`config.mk`:
```
export PLATFORM = sky130hd
export DESIGN_NAME = syt_timer
export DESIGN_NICKNAME = d
export VERILOG_FILES = /design/src/hdl/syt_pkg.sv /design/src/hdl/syt_tick_if.sv /design/src/hdl/syt_slow_tick.sv /design/src/hdl/syt_timer.sv
export VERILOG_INCLUDE_DIRS = /design/src /design/src/hdl
export SDC_FILE = /design/constraint.sdc
export NUM_CORES = 1
export LEC_CHECK = 0
export ABC_AREA = 1
export BUFFER_PORTS_ARGS = -buffer_cell sky130_fd_sc_hd__buf_2
export CAP_MARGIN = 10
export CORE_ASPECT_RATIO = 1.75
export CORE_UTILIZATION = 60
export CTS_CLUSTER_SIZE = 16
export DETAILED_ROUTE_END_ITERATION = 6
export PLACE_DENSITY = 0.82
export SYNTH_ARGS = -nofsm -noshare
export SYNTH_HDL_FRONTEND = slang
export SYNTH_SLANG_ARGS = --single-unit
```
`constraint.sdc`:
```
create_clock -name clk -period 2.1 [get_ports clk]
set_clock_uncertainty 0.1 [all_clocks]
set_input_delay 0.315 -clock clk [delete_from_list [all_inputs] [get_ports clk]]
set_output_delay 0.315 -clock clk [all_outputs]
set_load 0.01 [all_outputs]
```
`src/hdl/syt_consts.svh`:
```
// constants for the system timer: register offsets, fields, reset values, counts
// assumes a 32-bit apb slave and a slow clock sampled on the bus clock
//
// Operation
// (RL1) watchdog load value 0 gives 65536 times 128 slow clock cycles
// (RL2) overflow raises an internal reset request only when reset enable is set
// (RL3) overflow drives the overflow pin low 8 slow cycles only when enabled
// (RL4) prescale value sets slow cycles per seconds increment, 0 means 65536
// (RL5) status bit 0 sets when the periodic counter reaches zero, read clears
// (RL6) status bit 1 sets when the watchdog reaches zero, read clears
// (RL7) status bit 2 sets on every seconds counter increment, read clears
// (RL8) status bit 3 sets when seconds counter equals alarm value, read clears
// (RL9) writing ones to interrupt enable sets matching mask bits, zeros ignored
// (RL10) writing ones to interrupt disable clears matching mask bits, zeros ignored
// (RL11) mask register reads one per enabled source, zero per disabled source
// (RL12) alarm value compares with the seconds counter, 0 matches at rollover
// (RL13) current value register returns the 20-bit counter, upper bits zero
// (RL14) writing period mode reloads and restarts periodic counter; zero reloads automatically
// (RL15) watchdog restart reloads watchdog counter and resets the divide-by-128 prescaler
// (RL16) writing watchdog mode does not reload; overflow reloads and restarts itself
// (RL17) writing prescale mode reloads the prescaler and clears the seconds counter
// (RL18) interrupt output high while any status bit and its mask bit are set
// (RL19) slow events cross safely and an event during a status read survives
`ifndef SYT_CONSTS_SVH
`define SYT_CONSTS_SVH

`define SYT_ADDR_W 8
`define SYT_OFS_CTRL 8'h00
`define SYT_OFS_PERIOD 8'h04
`define SYT_OFS_WDMODE 8'h08
`define SYT_OFS_RTMODE 8'h0c
`define SYT_OFS_STATUS 8'h10
`define SYT_OFS_IEN 8'h14
`define SYT_OFS_IDIS 8'h18
`define SYT_OFS_IMASK 8'h1c
`define SYT_OFS_ALARM 8'h20
`define SYT_OFS_CURRENT 8'h24

`define SYT_CTRL_RESTART 0
`define SYT_WD_OVERFLOW_RESET_ENABLE_BIT 16
`define SYT_WD_OVERFLOW_OUTPUT_ENABLE_BIT 17
`define SYT_SR_PERIOD 0
`define SYT_SR_WDOG 1
`define SYT_SR_TICK 2
`define SYT_SR_ALARM 3
`define SYT_NSRC 4

`define SYT_PERIOD_RST 16'h0000
`define SYT_WDV_RST 16'h0000
`define SYT_OVERFLOW_RESET_ENABLE_RST 1'b0
`define SYT_OVERFLOW_OUTPUT_ENABLE_RST 1'b1
`define SYT_REALTIME_PRESCALE_RST 16'h8000
`define SYT_ALARM_RST 20'h00000

`define SYT_WD_DIVIDE 128
`define SYT_EXT_LOW_TICKS 4'h8

`endif

```
`src/hdl/syt_pkg.sv`:
```
// types for the system timer state
// assumes syt_consts.svh on the include path
`include "syt_consts.svh"

package syt_pkg;

    typedef struct packed {
        logic [15:0] pit_load;
        logic [15:0] pit_cnt;
        logic [15:0] wd_load;
        logic wd_overflow_reset_enable;
        logic wd_overflow_output_enable;
        logic [15:0] wd_cnt;
        logic [15:0] wd_div;
        logic [3:0] ext_cnt;
        logic [15:0] rt_pres;
        logic [15:0] rt_div;
        logic [19:0] rt_cnt;
        logic [19:0] alarm;
        logic [3:0] status;
        logic [3:0] mask;
        logic [3:0] rd_flags;
        logic [31:0] prdata;
        logic pready;
        logic pslverr;
        logic irq;
        logic ovf_pin_n;
        logic wd_reset_req;
    } syt_state_type;

    typedef struct packed {
        logic s1;
        logic s2;
        logic s3;
        logic level;
        logic tick;
    } syt_tick_state_type;

endpackage

```
`src/hdl/syt_tick_if.sv`:
```
// carries the one-cycle slow clock tick from the sampler to the timer core
// assumes both ends run on the bus clock
`timescale 1ns/1ps
`default_nettype none

interface syt_tick_if;
    logic tick;
    modport src (output tick);
    modport dst (input tick);
endinterface

`default_nettype wire

```
`src/hdl/syt_slow_tick.sv`:
```
// samples the slow clock pin and emits one bus clock pulse per rising edge
// assumes the slow clock is far slower than clk
`timescale 1ns/1ps
`default_nettype none

module syt_slow_tick
(
    // clock and reset
    input wire logic clk,
    input wire logic srst,
    // slow clock pin
    input wire logic slow_clock,
    // tick out
    syt_tick_if.src tick_if
);

    syt_pkg::syt_tick_state_type st;
    syt_pkg::syt_tick_state_type next_st;

    // s1 is only read by s2; an edge counts once s2 and s3 agree
    always_comb
    begin
        next_st = st;
        next_st.s1 = slow_clock;
        next_st.s2 = st.s1;
        next_st.s3 = st.s2;
        next_st.tick = 1'b0;
        if (st.s2 == st.s3 && st.s3 != st.level)
        begin
            next_st.level = st.s3;
            next_st.tick = st.s3;  // see (RL19)
        end
    end

    always_ff @(posedge clk)
    begin
        if (srst)
            st <= '0;
        else
            st <= next_st;
    end

    assign tick_if.tick = st.tick;

endmodule

`default_nettype wire

```
`src/hdl/syt_timer.sv`:
```
// system timer: periodic interval counter, watchdog and seconds counter with alarm
// assumes an apb master on clk and a slow clock pin far slower than clk
`timescale 1ns/1ps
`default_nettype none
`include "syt_consts.svh"

module syt_timer
#(
    parameter int WD_DIVIDE = `SYT_WD_DIVIDE
)
(
    // clock and reset
    input wire logic clk,
    input wire logic srst,
    // slow clock pin
    input wire logic slow_clock,
    // apb slave
    input wire logic psel,
    input wire logic penable,
    input wire logic pwrite,
    input wire logic [`SYT_ADDR_W-1:0] paddr,
    input wire logic [31:0] pwdata,
    output logic [31:0] prdata,
    output logic pready,
    output logic pslverr,
    // system outputs
    output logic irq,
    output logic overflow_pin_n,
    output logic watchdog_reset_req
);

    if (WD_DIVIDE < 2 || WD_DIVIDE > 65536)
    begin : g_bad_divide
        $error("syt_timer: WD_DIVIDE must lie in 2..65536");
    end

    localparam logic [15:0] DIV_LAST = 16'(WD_DIVIDE - 1);

    localparam syt_pkg::syt_state_type RESET_ST = '{
        pit_load: `SYT_PERIOD_RST,
        pit_cnt: `SYT_PERIOD_RST,
        wd_load: `SYT_WDV_RST,
        wd_overflow_reset_enable: `SYT_OVERFLOW_RESET_ENABLE_RST,
        wd_overflow_output_enable: `SYT_OVERFLOW_OUTPUT_ENABLE_RST,
        wd_cnt: `SYT_WDV_RST,
        wd_div: 16'h0000,
        ext_cnt: 4'h0,
        rt_pres: `SYT_REALTIME_PRESCALE_RST,
        rt_div: `SYT_REALTIME_PRESCALE_RST,
        rt_cnt: 20'h00000,
        alarm: `SYT_ALARM_RST,
        status: 4'h0,
        mask: 4'h0,
        rd_flags: 4'h0,
        prdata: 32'h00000000,
        pready: 1'b0,
        pslverr: 1'b0,
        irq: 1'b0,
        ovf_pin_n: 1'b1,
        wd_reset_req: 1'b0
    };

    syt_pkg::syt_state_type st;
    syt_pkg::syt_state_type next_st;

    syt_tick_if tick_if ();

    syt_slow_tick u_tick
    (
        .clk(clk),
        .srst(srst),
        .slow_clock(slow_clock),
        .tick_if(tick_if)
    );

    logic tick;
    logic setup;
    logic access;
    logic wr;
    logic rd;
    logic mapped;
    logic [3:0] events;
    logic wd_ovf;
    logic [31:0] rd_mux;

    assign tick = tick_if.tick;
    assign setup = psel & ~penable;
    assign access = psel & penable & st.pready;
    assign wr = access & pwrite;
    assign rd = access & ~pwrite;

    // read data is sampled in the setup cycle so the answer can leave a flip-flop
    always_comb
    begin
        mapped = 1'b1;
        rd_mux = 32'h00000000;
        unique case (paddr)
            `SYT_OFS_CTRL, `SYT_OFS_IEN, `SYT_OFS_IDIS:
                rd_mux = 32'h00000000;
            `SYT_OFS_PERIOD:
                rd_mux = {16'h0000, st.pit_load};
            `SYT_OFS_WDMODE:
                rd_mux = {14'h0000, st.wd_overflow_output_enable, st.wd_overflow_reset_enable, st.wd_load};
            `SYT_OFS_RTMODE:
                rd_mux = {16'h0000, st.rt_pres};
            `SYT_OFS_STATUS:
                rd_mux = {28'h0000000, st.status};
            `SYT_OFS_IMASK:
                rd_mux = {28'h0000000, st.mask};  // see (RL11)
            `SYT_OFS_ALARM:
                rd_mux = {12'h000, st.alarm};
            `SYT_OFS_CURRENT:
                rd_mux = {12'h000, st.rt_cnt};  // see (RL13)
            default:
                mapped = 1'b0;
        endcase
    end

    always_comb
    begin
        next_st = st;
        events = 4'h0;
        wd_ovf = 1'b0;

        // periodic interval counter; a load of zero wraps through 65536 ticks
        if (tick)
        begin
            if (st.pit_cnt == 16'h0001)
            begin
                next_st.pit_cnt = st.pit_load;  // see (RL14)
                events[`SYT_SR_PERIOD] = 1'b1;  // see (RL5)
            end
            else
            begin
                next_st.pit_cnt = st.pit_cnt - 16'h0001;
            end
        end

        // watchdog: divider then down counter, zero load gives the longest period
        if (tick)
        begin
            if (st.wd_div == DIV_LAST)
            begin
                next_st.wd_div = 16'h0000;
                if (st.wd_cnt == 16'h0001)
                begin
                    wd_ovf = 1'b1;
                    next_st.wd_cnt = st.wd_load;  // see (RL16)
                end
                else
                begin
                    next_st.wd_cnt = st.wd_cnt - 16'h0001;  // see (RL1)
                end
            end
            else
            begin
                next_st.wd_div = st.wd_div + 16'h0001;
            end
        end
        events[`SYT_SR_WDOG] = wd_ovf;  // see (RL6)

        // overflow pin low for a fixed number of slow ticks
        if (tick && st.ext_cnt != 4'h0)
        begin
            next_st.ext_cnt = st.ext_cnt - 4'h1;
        end
        if (wd_ovf && st.wd_overflow_output_enable)
        begin
            next_st.ext_cnt = `SYT_EXT_LOW_TICKS;  // see (RL3)
        end

        // seconds counter with prescaler and alarm compare
        if (tick)
        begin
            if (st.rt_div == 16'h0001)
            begin
                next_st.rt_div = st.rt_pres;  // see (RL4)
                next_st.rt_cnt = st.rt_cnt + 20'h00001;
                events[`SYT_SR_TICK] = 1'b1;  // see (RL7)
                if (st.rt_cnt + 20'h00001 == st.alarm)
                begin
                    events[`SYT_SR_ALARM] = 1'b1;  // see (RL8) (RL12)
                end
            end
            else
            begin
                next_st.rt_div = st.rt_div - 16'h0001;
            end
        end

        // register writes win over a tick in the same cycle
        if (wr)
        begin
            unique case (paddr)
                `SYT_OFS_CTRL:
                    if (pwdata[`SYT_CTRL_RESTART])
                    begin
                        next_st.wd_cnt = st.wd_load;  // see (RL15)
                        next_st.wd_div = 16'h0000;
                    end
                `SYT_OFS_PERIOD:
                begin
                    next_st.pit_load = pwdata[15:0];
                    next_st.pit_cnt = pwdata[15:0];  // see (RL14)
                end
                `SYT_OFS_WDMODE:
                begin
                    next_st.wd_load = pwdata[15:0];  // see (RL16)
                    next_st.wd_overflow_reset_enable = pwdata[`SYT_WD_OVERFLOW_RESET_ENABLE_BIT];
                    next_st.wd_overflow_output_enable = pwdata[`SYT_WD_OVERFLOW_OUTPUT_ENABLE_BIT];
                end
                `SYT_OFS_RTMODE:
                begin
                    next_st.rt_pres = pwdata[15:0];
                    next_st.rt_div = pwdata[15:0];  // see (RL17)
                    next_st.rt_cnt = 20'h00000;
                end
                `SYT_OFS_IEN:
                    next_st.mask = st.mask | pwdata[`SYT_NSRC-1:0];  // see (RL9)
                `SYT_OFS_IDIS:
                    next_st.mask = st.mask & ~pwdata[`SYT_NSRC-1:0];  // see (RL10)
                `SYT_OFS_ALARM:
                    next_st.alarm = pwdata[19:0];
                default:
                    next_st.alarm = st.alarm;
            endcase
        end

        // a read clears only the bits it reported; a new event is kept
        if (rd && paddr == `SYT_OFS_STATUS)
        begin
            next_st.status = (st.status & ~st.rd_flags) | events;  // see (RL19)
        end
        else
        begin
            next_st.status = st.status | events;  // see (RL5) (RL6) (RL7) (RL8)
        end

        // bus answer, always one wait-free access cycle
        next_st.pready = setup;
        next_st.pslverr = setup & ~mapped;
        if (setup)
        begin
            next_st.prdata = pwrite ? 32'h00000000 : rd_mux;
            next_st.rd_flags = (!pwrite && paddr == `SYT_OFS_STATUS) ? st.status : 4'h0;
        end

        next_st.irq = |(next_st.status & next_st.mask);  // see (RL18)
        next_st.ovf_pin_n = (next_st.ext_cnt == 4'h0);  // see (RL3)
        next_st.wd_reset_req = wd_ovf & st.wd_overflow_reset_enable;  // see (RL2)
    end

    always_ff @(posedge clk)
    begin
        if (srst)
            st <= RESET_ST;
        else
            st <= next_st;
    end

    assign prdata = st.prdata;
    assign pready = st.pready;
    assign pslverr = st.pslverr;
    assign irq = st.irq;
    assign overflow_pin_n = st.ovf_pin_n;
    assign watchdog_reset_req = st.wd_reset_req;
endmodule

`default_nettype wire

```
==> impl_metrics.env, run 1 <==
export IMPL_run_status="complete, but fails checks"
export IMPL_violations="negative setup slack"
export IMPL_synth_top_cells_by_area="sky130_fd_sc_hd__dfxtp_1 (38%), sky130_fd_sc_hd__nand2_1 (13%), sky130_fd_sc_hd__a21oi_1 (6.8%)"
export IMPL_cap_violations=0
export IMPL_drt_pass1_iterations=6
export IMPL_clockBufferDepth=2
export IMPL_number_of_library_cell_types_mapped_by_synthesis=53
export IMPL_detailroute_via_count=11570
export IMPL_final_hold_worst_slack_ns=0.07786
export IMPL_first_global_vias=10680
export IMPL_grt_total_usage_pct=39.60
export IMPL_avgViaCountPerCell=5.881
export IMPL_report_final_hold_viol_count=0
export IMPL_synthesis_instances=1598
export IMPL_final_max_slew_viol_count=0
export IMPL_number_of_nets_in_the_layout=1778
export IMPL_synthArstFlopShare_pct=0
export IMPL_layout_worst_path_cycle_share_pct=101.6
export IMPL_fp_coreArea_um2=17380
export IMPL_pin_count=83
export IMPL_areaGrowthSynthToFinish_pct=17.82
export IMPL_layout_core_utilization_pct=71.85
export IMPL_dr_first_iter_drc_count=977
export IMPL_grtUsageMet1_pct=41.44
export IMPL_ys_seq_area_share_pct=37.78
export IMPL_sequential_power_share_pct=52.0
export IMPL_grt_max_degree=45
export IMPL_dieHeight_um=177.8
export IMPL_gp_routability_congestion=1.011
export IMPL_worstPathMaxFanout=4
export IMPL_worstSetupStartpoint="st[90]$_SDFF_PP0_"
export IMPL_crit_type="reg2reg"
export IMPL_ctsHtreeMaxLevel=4
export IMPL_totalPowerFinal_mw=7.298
export IMPL_pwr_share_comb_pct=4.3
export IMPL_initial_utilization_pct=60.98
export IMPL_cts_sinks=200
export IMPL_finalSetupViolCount=2
export IMPL_design_die_area_um2=18220
export IMPL_cell_internal_pwr_mw=5.472
export IMPL_area_used_by_multi_input_combinational_logic_um2=5625
export IMPL_peakVddDrop_uv=501.7
export IMPL_io_buf_count=58
export IMPL_overflow=0
export IMPL_worst_setup_slack_post_dpl_ns=-0.07990
export IMPL_post_route_drc_count=0
export IMPL_route_antenna_remaining_nets=0
export IMPL_grtUsageMet2_pct=65.69
export IMPL_syn_area_per_cell_um2=6.631
export IMPL_worst_hold_startpoint="pwdata[3]"
export IMPL_grt_setup_unrepaired="yes"
export IMPL_die_width_um=102.5
export IMPL_synthesis_area_um2=10600
export IMPL_critPathLaunchType="flop"
export IMPL_total_half_perimeter_wirelength_after_legalization_and_detailed_placement_um=26180
export IMPL_clkLatencyLatePin_ns=0.46
export IMPL_r2r_slack_ns=-0.03
export IMPL_final_layout_size_suffix_gt1_share_pct=17.91
export IMPL_ys_warn_count=0
export IMPL_setup_tns_final_ns=-0.04305
export IMPL_final_setup_worst_slack_ns=-0.03292
export IMPL_p_switching_mw=1.825
export IMPL_seqCellArea_um2=4019
export IMPL_power_density_cell_area_nw_per_um2=584.6
export IMPL_use_met3_pct=8.389
export IMPL_synth_edff_count=0
export IMPL_post_synth_top_count_cell="sky130_fd_sc_hd__nand2_1"
export IMPL_drt_wirelength_per_cell_um=17.75
export IMPL_synth_top_cell_area_share_pct=37.78
export IMPL_layout_min_cycle_time_ns=2.133
export IMPL_grt_antenna_before_repair=1
export IMPL_path_clk_slew_ns=0.08
export IMPL_routed_wirelength_um=34920
export IMPL_core_rowCount=64
export IMPL_cts_root_buf="sky130_fd_sc_hd__clkbuf_16"
export IMPL_synthDominantAreaCellType="sky130_fd_sc_hd__dfxtp_1"
export IMPL_ys_top_cells_by_count="sky130_fd_sc_hd__nand2_1 (378), sky130_fd_sc_hd__dfxtp_1 (200), sky130_fd_sc_hd__inv_1 (169), sky130_fd_sc_hd__nor2_1 (165), sky130_fd_sc_hd__a21oi_1 (145)"
export IMPL_r2r_start="st[90]$_SDFF_PP0_"
export IMPL_worstSetupEndpointType="flop"
export IMPL_synthesis_stage_register_bit_count=200
export IMPL_max_clock_freq_mhz=468.8
export IMPL_grt_pass1_wl_um=53830
export IMPL_worst_ep_required_time_ns=2.40
export IMPL_power_static_leakage_nw=5.396
export IMPL_sw_frac_of_total_pct=25.01
export IMPL_worst_endpoint_arrival_ns=2.43
export IMPL_ys_dominant_reg_cell="sky130_fd_sc_hd__dfxtp_1"
export IMPL_gr_max_usage_layer="met2"
export IMPL_final_fill_count=1457
export IMPL_cts_tree="done"
export IMPL_clkPwrFrac_pct=43.6
export IMPL_timing_hold_worst_class="in2reg"
export IMPL_cts_inserted_buffers=17
-- critical path, cell delays in order (launching register included) --
cell and delay, ns:
sky130_fd_sc_hd__dfxtp_1 0.31, sky130_fd_sc_hd__inv_1 0.07, sky130_fd_sc_hd__ha_2 0.21, sky130_fd_sc_hd__nand2_1 0.07, sky130_fd_sc_hd__nor2_1 0.13, sky130_fd_sc_hd__nand2_2 0.12, sky130_fd_sc_hd__nor2_4 0.21, sky130_fd_sc_hd__nand3_2 0.10
sky130_fd_sc_hd__nor2_1 0.16, sky130_fd_sc_hd__nand3_1 0.13, sky130_fd_sc_hd__nor2_2 0.15, sky130_fd_sc_hd__nand3_2 0.12, sky130_fd_sc_hd__nand2_1 0.08, sky130_fd_sc_hd__nand2_1 0.04, sky130_fd_sc_hd__nand2_1 0.05
-- area by class of cell --
| class | instances | area share (%) |
|---|---|---|
| inverters | 191 | 5.763 |
| diodes | 1 | 0.02004 |
| repair buffers | 181 | 10.19 |
| clock buffers | 19 | 3.548 |
| flip-flops and latches | 200 | 32.19 |
| clock inverters | 13 | 0.9120 |
| well taps | 231 | 2.315 |
| multi-input cells | 1132 | 45.06 |
-- timing repair --
action / CTS / global route
hold buffers: 2 / 0
endpoints found under the setup margin: 5 / 30
gates cloned: 0 / 0
endpoints found under the hold margin: 2 / 0
pin swaps: 1 / 16
resized for setup: 9 / 51
buffers inserted: 1 / 2
-- path summary, 6_finish.rpt --
kind                            cells past startpoint                      endpoint
worst max-delay path                               14                irq$_SDFF_PP0_
worst min-delay path                                3          st[162]$_SDFFE_PP0P_
worst max register to register                     14                irq$_SDFF_PP0_
worst min register to register                      2  u_tick.next_st[2]$_SDFF_PP0_
-- logic make-up (layout without fill, tap and decap cells) --
logic type,Yosys count,in the layout,share of synthesized area [%]
compound gates,358,358,18.37
simple gates,731,731,29.77
xor+xnor,22,22,1.818
buf+inv,277,404,11.16
other cells,1,13,0.03539
flops,200,200,37.78
fa+ha+maj,9,9,1.063
-- per-stage QoR --
stage                     std cells  cell area [um2]
after global routing           1968            12480
final                          1968            12480
after CTS                      1965            12310
after global placement         1930            11690
after detailed placement       1930            11690
after floorplan                1609            10640
-- power groups by stage --
| stage | Combinational [mW] | Sequential (mW) | Clock (mW) |
|---|---|---|---|
| after floorplan | 0.166 | 3.89 | 0 |
| after global placement | 0.297 | 3.89 | 0 |
| after global routing | 0.337 | 3.80 | 3.34 |
| after detailed placement | 0.299 | 3.89 | 0 |
| final | 0.316 | 3.80 | 3.18 |
| after CTS | 0.304 | 3.80 | 3.18 |
-- cell usage in the layout (no fill, tap or decap), types with 3 or more instances in the layout --
| cell type | instances |
|---|---|
| sky130_fd_sc_hd__o211ai_1 | 9 |
| sky130_fd_sc_hd__xor2_1 | 16 |
| sky130_fd_sc_hd__nor3_1 | 18 |
| sky130_fd_sc_hd__inv_1 | 168 |
| sky130_fd_sc_hd__a21oi_1 | 144 |
| sky130_fd_sc_hd__inv_6 | 3 |
| sky130_fd_sc_hd__nor3_2 | 5 |
| sky130_fd_sc_hd__nand3_1 | 94 |
| sky130_fd_sc_hd__a31oi_1 | 8 |
| sky130_fd_sc_hd__nand2_2 | 11 |
| sky130_fd_sc_hd__ha_1 | 6 |
| sky130_fd_sc_hd__o21ai_0 | 126 |
| sky130_fd_sc_hd__nor2_2 | 23 |
| sky130_fd_sc_hd__o21ai_1 | 15 |
| sky130_fd_sc_hd__o221ai_1 | 7 |
| sky130_fd_sc_hd__nor2_1 | 152 |
| sky130_fd_sc_hd__dfxtp_2 | 6 |
| sky130_fd_sc_hd__a32oi_1 | 3 |
| sky130_fd_sc_hd__nor2_4 | 8 |
| sky130_fd_sc_hd__clkinv_4 | 3 |
| sky130_fd_sc_hd__o22ai_1 | 23 |
| sky130_fd_sc_hd__nor4_1 | 3 |
| sky130_fd_sc_hd__clkinv_2 | 3 |
| sky130_fd_sc_hd__clkbuf_16 | 17 |
| sky130_fd_sc_hd__inv_2 | 21 |
| sky130_fd_sc_hd__nor3b_1 | 4 |
| sky130_fd_sc_hd__buf_12 | 4 |
| sky130_fd_sc_hd__conb_1 | 12 |
| sky130_fd_sc_hd__nand3_2 | 7 |
| sky130_fd_sc_hd__a22oi_1 | 6 |
| sky130_fd_sc_hd__a211oi_1 | 6 |
| sky130_fd_sc_hd__buf_2 | 58 |
| sky130_fd_sc_hd__nand2_1 | 370 |
| sky130_fd_sc_hd__nand4_1 | 21 |
| sky130_fd_sc_hd__xnor2_1 | 6 |
| sky130_fd_sc_hd__dfxtp_1 | 192 |
| sky130_fd_sc_hd__buf_4 | 116 |
-- per-layer routing --
metal	routed length [um]	up-vias
met5	0	-
met2	17230	601
met1	11890	5284
met4	3259	0
met3	2549	218
li1	-	5470
-- registers in the layout (all words and copies together) (netlist names), 2 cells and up --
register        flops
st                170
prdata             20
u_tick.next_st      2
u_tick.st           2
(Power assumes the default switching activity.)
==> inputs of run 2 (changes only) <==
- CORE_UTILIZATION: 60 -> 58
- PLACE_DENSITY: 0.82 -> 0.79
- SETUP_SLACK_MARGIN: default -> 0.5
==> impl_metrics.env, run 2 <==
export IMPL_die_width_um=104.2
export IMPL_synth_mux_area_share_pct=0
export IMPL_total_half_perimeter_wirelength_after_legalization_and_detailed_placement_um=26210
export IMPL_pin_count=83
export IMPL_synth_top_cells_by_area="sky130_fd_sc_hd__dfxtp_1 (38%), sky130_fd_sc_hd__nand2_1 (13%), sky130_fd_sc_hd__a21oi_1 (6.8%)"
export IMPL_synth_adder_area_share_pct=1.063
export IMPL_grt_max_degree=34
export IMPL_overflow=635
export IMPL_grt_worst_endpoint="irq$_SDFF_PP0_/D"
export IMPL_timing_worst_endpoint_kind="register input"
export IMPL_post_synth_top_count_cell="sky130_fd_sc_hd__nand2_1"
export IMPL_cts_root_buf="sky130_fd_sc_hd__clkbuf_16"
export IMPL_cts_inserted_buffers=17
export IMPL_syn_area_per_cell_um2=6.631
export IMPL_ys_seq_area_share_pct=37.78
export IMPL_post_synth_xor_area_fraction_pct=1.818
export IMPL_ys_warn_count=0
export IMPL_synthArstFlopShare_pct=0
export IMPL_initial_utilization_pct=58.96
export IMPL_synth_simple_area_share_pct=29.77
export IMPL_cts_sinks=200
export IMPL_synthDominantAreaCellType="sky130_fd_sc_hd__dfxtp_1"
export IMPL_ys_dominant_reg_cell="sky130_fd_sc_hd__dfxtp_1"
export IMPL_synthesis_stage_register_bit_count=200
export IMPL_core_rowCount=65
export IMPL_dieHeight_um=180.8
export IMPL_flow_stopped_at="global routing (5_1_grt)"
export IMPL_synth_top_cell_area_share_pct=37.78
export IMPL_synth_compound_area_share_pct=18.37
export IMPL_grt_total_usage_pct=82.48
export IMPL_ctsHtreeMaxLevel=4
export IMPL_worst_setup_slack_post_dpl_ns=-0.1305
export IMPL_synthesis_instances=1598
export IMPL_ys_top_cells_by_count="sky130_fd_sc_hd__nand2_1 (378), sky130_fd_sc_hd__dfxtp_1 (200), sky130_fd_sc_hd__inv_1 (169), sky130_fd_sc_hd__nor2_1 (165), sky130_fd_sc_hd__a21oi_1 (145)"
export IMPL_synth_edff_count=0
export IMPL_io_buf_count=58
export IMPL_run_status="aborted with a tool error"
export IMPL_tool_error="[ERROR GRT-0232] Routing congestion too high. Check the congestion heatmap in the GUI."
export IMPL_number_of_library_cell_types_mapped_by_synthesis=53
export IMPL_gp_routability_congestion=1.002
export IMPL_largest_family_of_logic_cells_by_synthesized_area="simple AND/OR/NAND/NOR gates"
export IMPL_synthesis_area_um2=10600
export IMPL_clockBufferDepth=2
-- run 2: kinds of logic after synthesis --
kind of cell,count (synthesis)
XOR/XNOR,22
flip-flops,200
buffers and inverters,277
AND/OR/NAND/NOR,731
adder cells (fa/ha/maj),9
other,1
AO/OA/AOI/OAI,358
-- run 2: timing repair --
item	in CTS
resized for setup	414
buffers inserted	76
hold buffers	1
endpoints found under the hold margin	1
gates cloned	15
setup endpoints to repair	153
pin swaps	104
-- run 2: per-layer routing --
metal,global-route usage [%],overflow
met1,76.96,3
met2,108.3,473
met3,59.70,8
met4,92.91,150
met5,9.524,1
-- run 2: through the flow --
| step | std cells | instance area [um2] | hold slack [ns] | setup TNS, ns |
|---|---|---|---|---|
| after floorplan | 1609 | 10890 | 0.2883 | 0 |
| after global placement | 1908 | 11680 | 0.2946 | -0.2716 |
| after detailed placement | 1908 | 11680 | 0.3039 | -0.2526 |
| after CTS | 2032 | 14430 | 0.03618 | 0 |
==> inputs of run 3 (changes only) <==
- CORE_ASPECT_RATIO: 1.75 -> default
- CORE_UTILIZATION: 58 -> 40
- CTS_CLUSTER_SIZE: 16 -> default
- PLACE_DENSITY: 0.79 -> default
- PLACE_DENSITY_LB_ADDON: default -> 0.15
- SETUP_SLACK_MARGIN: 0.5 -> default
==> impl_metrics.env, run 3 (synthesis results as in run 1) <==
export IMPL_run_status="finished clean"
export IMPL_crit_type="reg2reg"
export IMPL_peakVddDrop_uv=500.7
export IMPL_number_of_nets_in_the_layout=1771
export IMPL_clkPwrFrac_pct=46.5
export IMPL_worst_r2r_cell_count=16
export IMPL_dieHeight_um=164.8
export IMPL_io_buf_count=58
export IMPL_critical_path_n_buffers_inverters=2
export IMPL_sequential_power_share_pct=49.6
export IMPL_pin_count=83
export IMPL_total_half_perimeter_wirelength_after_legalization_and_detailed_placement_um=26220
export IMPL_crit_path_end="irq$_SDFF_PP0_"
export IMPL_power_density_cell_area_nw_per_um2=606.4
export IMPL_critPathLaunchType="flop"
export IMPL_worst_endpoint_arrival_ns=2.33
export IMPL_cap_violations=0
export IMPL_critical_path_slowest_cell="sky130_fd_sc_hd__dfxtp_4"
export IMPL_max_clock_freq_mhz=493.2
export IMPL_routed_wirelength_um=34330
export IMPL_setup_tns_final_ns=0
export IMPL_path_clk_slew_ns=0.08
export IMPL_final_layout_size_suffix_gt1_share_pct=17.00
export IMPL_layout_cells_most_common_list="sky130_fd_sc_hd__nand2_1 (367), sky130_fd_sc_hd__dfxtp_1 (194), sky130_fd_sc_hd__inv_1 (168)"
export IMPL_die_width_um=164.8
export IMPL_max_reg_flops=170
export IMPL_worstSetupStartpoint="st[70]$_SDFF_PP0_"
export IMPL_sw_frac_of_total_pct=26.29
export IMPL_r2r_start="st[70]$_SDFF_PP0_"
export IMPL_place_detailed_instances=2027
export IMPL_worst_path_most_repeated_cell="sky130_fd_sc_hd__nand2_1"
export IMPL_cts_root_buf="sky130_fd_sc_hd__clkbuf_16"
export IMPL_worst_ep_required_time_ns=2.40
export IMPL_largest_register="st"
export IMPL_avgViaCountPerCell=5.200
export IMPL_layout_cells_most_common="sky130_fd_sc_hd__nand2_1"
export IMPL_worst_path_stages=16
export IMPL_power_static_leakage_nw=5.410
export IMPL_r2r_slack_ns=0.07
export IMPL_ctsHtreeMaxLevel=4
export IMPL_cts_sinks=200
export IMPL_p_switching_mw=2.012
export IMPL_clockBufferDepth=2
export IMPL_report_final_hold_viol_count=0
export IMPL_layout_min_cycle_time_ns=2.028
export IMPL_pwr_share_comb_pct=3.9
export IMPL_overflow=0
export IMPL_fp_coreArea_um2=26060
export IMPL_detailroute_via_count=10740
export IMPL_finalSetupViolCount=0
export IMPL_cts_tree="done"
export IMPL_cell_internal_pwr_mw=5.641
export IMPL_areaGrowthSynthToFinish_pct=19.12
export IMPL_final_hold_worst_slack_ns=0.009013
export IMPL_totalPowerFinal_mw=7.653
export IMPL_dr_first_iter_drc_count=892
export IMPL_final_setup_worst_slack_ns=0.07238
export IMPL_layout_worst_path_cycle_share_pct=96.55
export IMPL_route_antenna_remaining_nets=0
export IMPL_initial_utilization_pct=40.66
export IMPL_clkLatencyLatePin_ns=0.45
export IMPL_grt_antenna_before_repair=0
export IMPL_grt_total_usage_pct=25.53
export IMPL_r2r_end="irq$_SDFF_PP0_"
export IMPL_core_rowCount=59
export IMPL_post_route_drc_count=0
export IMPL_drt_pass1_iterations=5
export IMPL_worstSetupEndpointType="flop"
export IMPL_sequence_of_cells_on_the_critical_path="ha_4, buf_4, inv_1, nand2_1, nand2_1, nand2_1, nand2_1, nor2_1, nand3_1, nor2_1, nand3_1, nor2_1, nand3_2, nand2_1, nand2_1, nand2_1"
export IMPL_cts_inserted_buffers=17
export IMPL_grt_pass1_wl_um=52440
export IMPL_timing_hold_worst_class="in2reg"
export IMPL_final_max_slew_viol_count=0
export IMPL_grt_setup_unrepaired="yes"
export IMPL_design_die_area_um2=27150
export IMPL_critPathMaxStageDelay_ns=0.38
export IMPL_drt_wirelength_per_cell_um=16.63
export IMPL_worst_setup_slack_post_dpl_ns=-0.07022
export IMPL_gp_routability_congestion=0.9193
export IMPL_worstPathMaxFanout=4
export IMPL_first_global_vias=9657
export IMPL_critPathTopFamily="simple AND/OR/NAND/NOR gates"
export IMPL_final_fill_count=2646
export IMPL_final_instance_count_excl_fill=2065
export IMPL_grt_max_degree=45
run 3: power by group through the flow:
stage / clock (mW) / combinational, mW / sequential, mW
2_1_floorplan: 0 / 0.166 / 3.89
3_3_place_gp: 0 / 0.293 / 3.89
3_5_place_dp: 0 / 0.294 / 3.89
4_1_cts: 3.62 / 0.296 / 3.80
5_1_grt: 3.76 / 0.327 / 3.80
6_report: 3.56 / 0.300 / 3.80
run 3: worst min-delay path by stage:
stage                                             from                            to  depth (start not counted)
after floorplan           u_tick.next_st[3]$_SDFF_PP0_  u_tick.next_st[2]$_SDFF_PP0_                          2
after global placement    u_tick.next_st[3]$_SDFF_PP0_  u_tick.next_st[2]$_SDFF_PP0_                          2
after detailed placement  u_tick.next_st[3]$_SDFF_PP0_  u_tick.next_st[2]$_SDFF_PP0_                          2
after CTS                                   pwdata[16]           st[65]$_SDFFE_PP0P_                          3
after global routing                        pwdata[16]           st[65]$_SDFFE_PP0P_                          3
final                                       pwdata[16]           st[65]$_SDFFE_PP0P_                          3
run 3: what timing repair did:
| item | in CTS | in global routing |
|---|---|---|
| setup buffers | 0 | 4 |
| hold buffers | 1 | 0 |
| gates resized for setup | 5 | 43 |
| cloned | 0 | 0 |
| hold endpoints to repair | 1 | 0 |
| endpoints found under the setup margin | 3 | 39 |
| pin swaps | 0 | 19 |
run 3: per-layer routing:
metal	track usage [%]	vias up	share of wire, %
li1	-	5457	-
met1	35.25	4923	47
met2	40.41	322	45
met3	4.043	35	6.2
met4	8.257	0	2.3
met5	0	-	0
run 3: metrics by stage:
stage,cell area [um2],util [%]
global route,12620,48.43
global placement,11770,45.16
detailed placement,11770,45.16
finish,12620,48.44
CTS,12440,47.74
floorplan,10640,-
run 3: layout make-up:
| type | instances | area, um2 | share of cell area [%] |
|---|---|---|---|
| clock buffer | 17 | 425.4 | 3.370 |
| sequential | 200 | 4016 | 31.82 |
| inverter | 191 | 716.9 | 5.680 |
| antenna | 1 | 2.502 | 0.01983 |
| clock inverter | 15 | 222.7 | 1.764 |
| multi-input combinational | 1132 | 5598 | 44.35 |
| tap | 335 | 419.2 | 3.321 |
| timing repair buffer | 174 | 1221 | 9.675 |
run 3: worst min-delay path, cell delays in order:
cell                     delay, ns
sky130_fd_sc_hd__buf_2        0.09
sky130_fd_sc_hd__nor2_1       0.04
sky130_fd_sc_hd__nor2_1       0.08
==> inputs of run 4 (changes only) <==
- CORE_UTILIZATION: 40 -> 60
==> impl_metrics.env, run 4 (synthesis results as in run 1) <==
export IMPL_run_status="finished clean"
export IMPL_final_instance_area_um2=12320
export IMPL_worst_endpoint_arrival_ns=2.36
export IMPL_cts_tree="done"
export IMPL_worst_setup_slack_post_dpl_ns=0.007520
export IMPL_overflow=0
export IMPL_placement_cell_area_um2=11530
export IMPL_critical_path_slowest_cell="sky130_fd_sc_hd__dfxtp_2"
export IMPL_max_clock_freq_mhz=483.6
export IMPL_worst_path_most_repeated_cell="sky130_fd_sc_hd__nand2_1"
export IMPL_post_route_drc_count=0
export IMPL_worstHoldPathCells=3
export IMPL_drt_wirelength_per_cell_um=16.64
export IMPL_place_detailed_instances=1896
export IMPL_final_fill_count=1444
export IMPL_finalSetupViolCount=0
export IMPL_peakVddDrop_uv=559.0
export IMPL_areaGrowthSynthToFinish_pct=16.30
export IMPL_cts_inserted_buffers=17
export IMPL_cts_root_buf="sky130_fd_sc_hd__clkbuf_16"
export IMPL_fp_coreArea_um2=17300
export IMPL_clkLatencyLatePin_ns=0.45
export IMPL_worstSetupEndpointType="flop"
export IMPL_layout_core_utilization_pct=71.25
export IMPL_grt_max_degree=46
export IMPL_critPathMaxStageDelay_ns=0.36
export IMPL_core_rowCount=48
export IMPL_crit_type="reg2reg"
export IMPL_grt_total_usage_pct=35.49
export IMPL_p_switching_mw=1.786
export IMPL_critPathLaunchType="flop"
export IMPL_final_layout_size_suffix_gt1_share_pct=15.56
export IMPL_layout_worst_path_cycle_share_pct=98.46
export IMPL_critical_path_n_buffers_inverters=3
export IMPL_worstPathMaxFanout=6
export IMPL_initial_utilization_pct=61.26
export IMPL_path_clk_slew_ns=0.07
export IMPL_ctsHtreeMaxLevel=4
export IMPL_drt_pass1_iterations=6
export IMPL_grt_pass1_wl_um=50200
export IMPL_io_buf_count=58
export IMPL_detailroute_via_count=11080
export IMPL_layout_cells_most_common="sky130_fd_sc_hd__nand2_1"
export IMPL_layout_min_cycle_time_ns=2.068
export IMPL_sequence_of_cells_on_the_critical_path="buf_4, nand2_1, nor2_2, buf_6, nand2_2, inv_2, nand2_1, nand3_1, nand2_1, nor2_1, nand3_1, nor2_1, nand3_2, nand2_1, nand2_1, nand2_1"
export IMPL_max_reg_flops=170
export IMPL_cell_internal_pwr_mw=5.911
export IMPL_dieHeight_um=134.9
export IMPL_route_antenna_remaining_nets=0
export IMPL_worst_ep_required_time_ns=2.39
export IMPL_diodes=0
export IMPL_design_die_area_um2=18200
export IMPL_report_final_hold_viol_count=0
export IMPL_clkPwrFrac_pct=46.8
export IMPL_grt_setup_unrepaired="yes"
export IMPL_grt_antenna_before_repair=0
export IMPL_r2r_slack_ns=0.03
export IMPL_clockBufferDepth=2
export IMPL_area_used_by_multi_input_combinational_logic_um2=5580
export IMPL_sequential_power_share_pct=49.3
export IMPL_power_static_leakage_nw=5.315
export IMPL_sw_frac_of_total_pct=23.21
export IMPL_routed_wirelength_um=32080
export IMPL_cap_violations=0
export IMPL_cts_sinks=200
export IMPL_dr_first_iter_drc_count=1079
export IMPL_seqCellArea_um2=4015
export IMPL_total_half_perimeter_wirelength_after_legalization_and_detailed_placement_um=23870
export IMPL_first_global_vias=10040
export IMPL_number_of_nets_in_the_layout=1746
export IMPL_final_instance_count_excl_fill=1928
export IMPL_final_setup_worst_slack_ns=0.03225
export IMPL_postcts_setup_bufs=0
export IMPL_timing_hold_worst_class="in2reg"
export IMPL_critPathTopFamily="simple AND/OR/NAND/NOR gates"
export IMPL_pin_count=83
export IMPL_gp_routability_congestion=1.031
export IMPL_power_density_cell_area_nw_per_um2=624.6
export IMPL_worst_path_stages=16
export IMPL_pwr_share_comb_pct=3.9
export IMPL_layout_cells_most_common_list="sky130_fd_sc_hd__nand2_1 (371), sky130_fd_sc_hd__dfxtp_1 (193), sky130_fd_sc_hd__inv_1 (169)"
export IMPL_avgViaCountPerCell=5.747
export IMPL_largest_register="st"
export IMPL_worst_r2r_cell_count=16
export IMPL_die_width_um=134.9
export IMPL_final_max_slew_viol_count=0
## run 4: changes by cell type in the layout (fill, tap and decap cells not counted), moves of 3 or more
cell	change
sky130_fd_sc_hd__buf_12	+5
sky130_fd_sc_hd__buf_4	-29
sky130_fd_sc_hd__bufinv_16	+3
sky130_fd_sc_hd__clkinv_8	-7
sky130_fd_sc_hd__inv_6	+3
sky130_fd_sc_hd__nand2_1	+4
sky130_fd_sc_hd__nand2_2	-4
## run 4: worst reg2reg max path, stage by stage, from the launching register on
cell and delay (ns):
sky130_fd_sc_hd__dfxtp_2 0.36, sky130_fd_sc_hd__buf_4 0.12, sky130_fd_sc_hd__nand2_1 0.07, sky130_fd_sc_hd__nor2_2 0.12, sky130_fd_sc_hd__buf_6 0.15, sky130_fd_sc_hd__nand2_2 0.09, sky130_fd_sc_hd__inv_2 0.09, sky130_fd_sc_hd__nand2_1 0.07
sky130_fd_sc_hd__nand3_1 0.08, sky130_fd_sc_hd__nand2_1 0.08, sky130_fd_sc_hd__nor2_1 0.13, sky130_fd_sc_hd__nand3_1 0.11, sky130_fd_sc_hd__nor2_1 0.14, sky130_fd_sc_hd__nand3_2 0.13, sky130_fd_sc_hd__nand2_1 0.09, sky130_fd_sc_hd__nand2_1 0.05
sky130_fd_sc_hd__nand2_1 0.05
## run 4: power groups by stage
| stage | Sequential, mW | Clock, mW | Combinational [mW] |
|---|---|---|---|
| 4_1_cts | 3.80 | 3.61 | 0.293 |
| 6_report | 3.80 | 3.60 | 0.300 |
| 3_3_place_gp | 3.89 | 0 | 0.287 |
| 5_1_grt | 3.80 | 3.77 | 0.323 |
| 3_5_place_dp | 3.89 | 0 | 0.289 |
| 2_1_floorplan | 3.89 | 0 | 0.166 |
## run 4: worst paths after layout
kind	startpoint	to
setup / recovery	st[70]$_SDFF_PP0_	irq$_SDFF_PP0_
hold / removal	pwdata[16]	st[65]$_SDFFE_PP0P_
setup reg to reg	st[70]$_SDFF_PP0_	irq$_SDFF_PP0_
hold reg to reg	u_tick.next_st[3]$_SDFF_PP0_	u_tick.next_st[2]$_SDFF_PP0_
## run 4: stage by stage
stage | total power [mW] | hold slack (ns) | setup TNS, ns
final | 7.697 | 0.05488 | 0
after global routing | 7.892 | 0.05071 | -0.1416
after CTS | 7.705 | 0.04610 | 0
after detailed placement | 4.177 | 0.3015 | 0
after global placement | 4.175 | 0.2973 | 0
after floorplan | 4.055 | 0.2883 | 0
## run 4: routing by layer
metal	routed length, um	global-route usage [%]	part of all wire [%]	vias to the layer above
li1	-	-	-	5396
met1	13450	46.11	42	5095
met2	14570	57.10	45	494
met3	2611	6.381	8.1	96
met4	1453	16.54	4.5	0
met5	0	0	0	-
## run 4: what timing repair did
| item | CTS | global route |
|---|---|---|
| resized for setup | 1 | 45 |
| endpoints found under the hold margin | 1 | 0 |
| hold buffers | 1 | 0 |
| pin swaps | 0 | 19 |
| setup endpoints to repair | 1 | 35 |
## run 4: layout make-up
class	instances	area share [%]
Timing Repair Buffer	149	8.864
Clock inverter	14	1.696
Tap cell	225	2.284
Sequential cell	200	32.58
Multi-Input combinational cell	1132	45.28
Clock buffer	17	3.452
Inverter	191	5.838
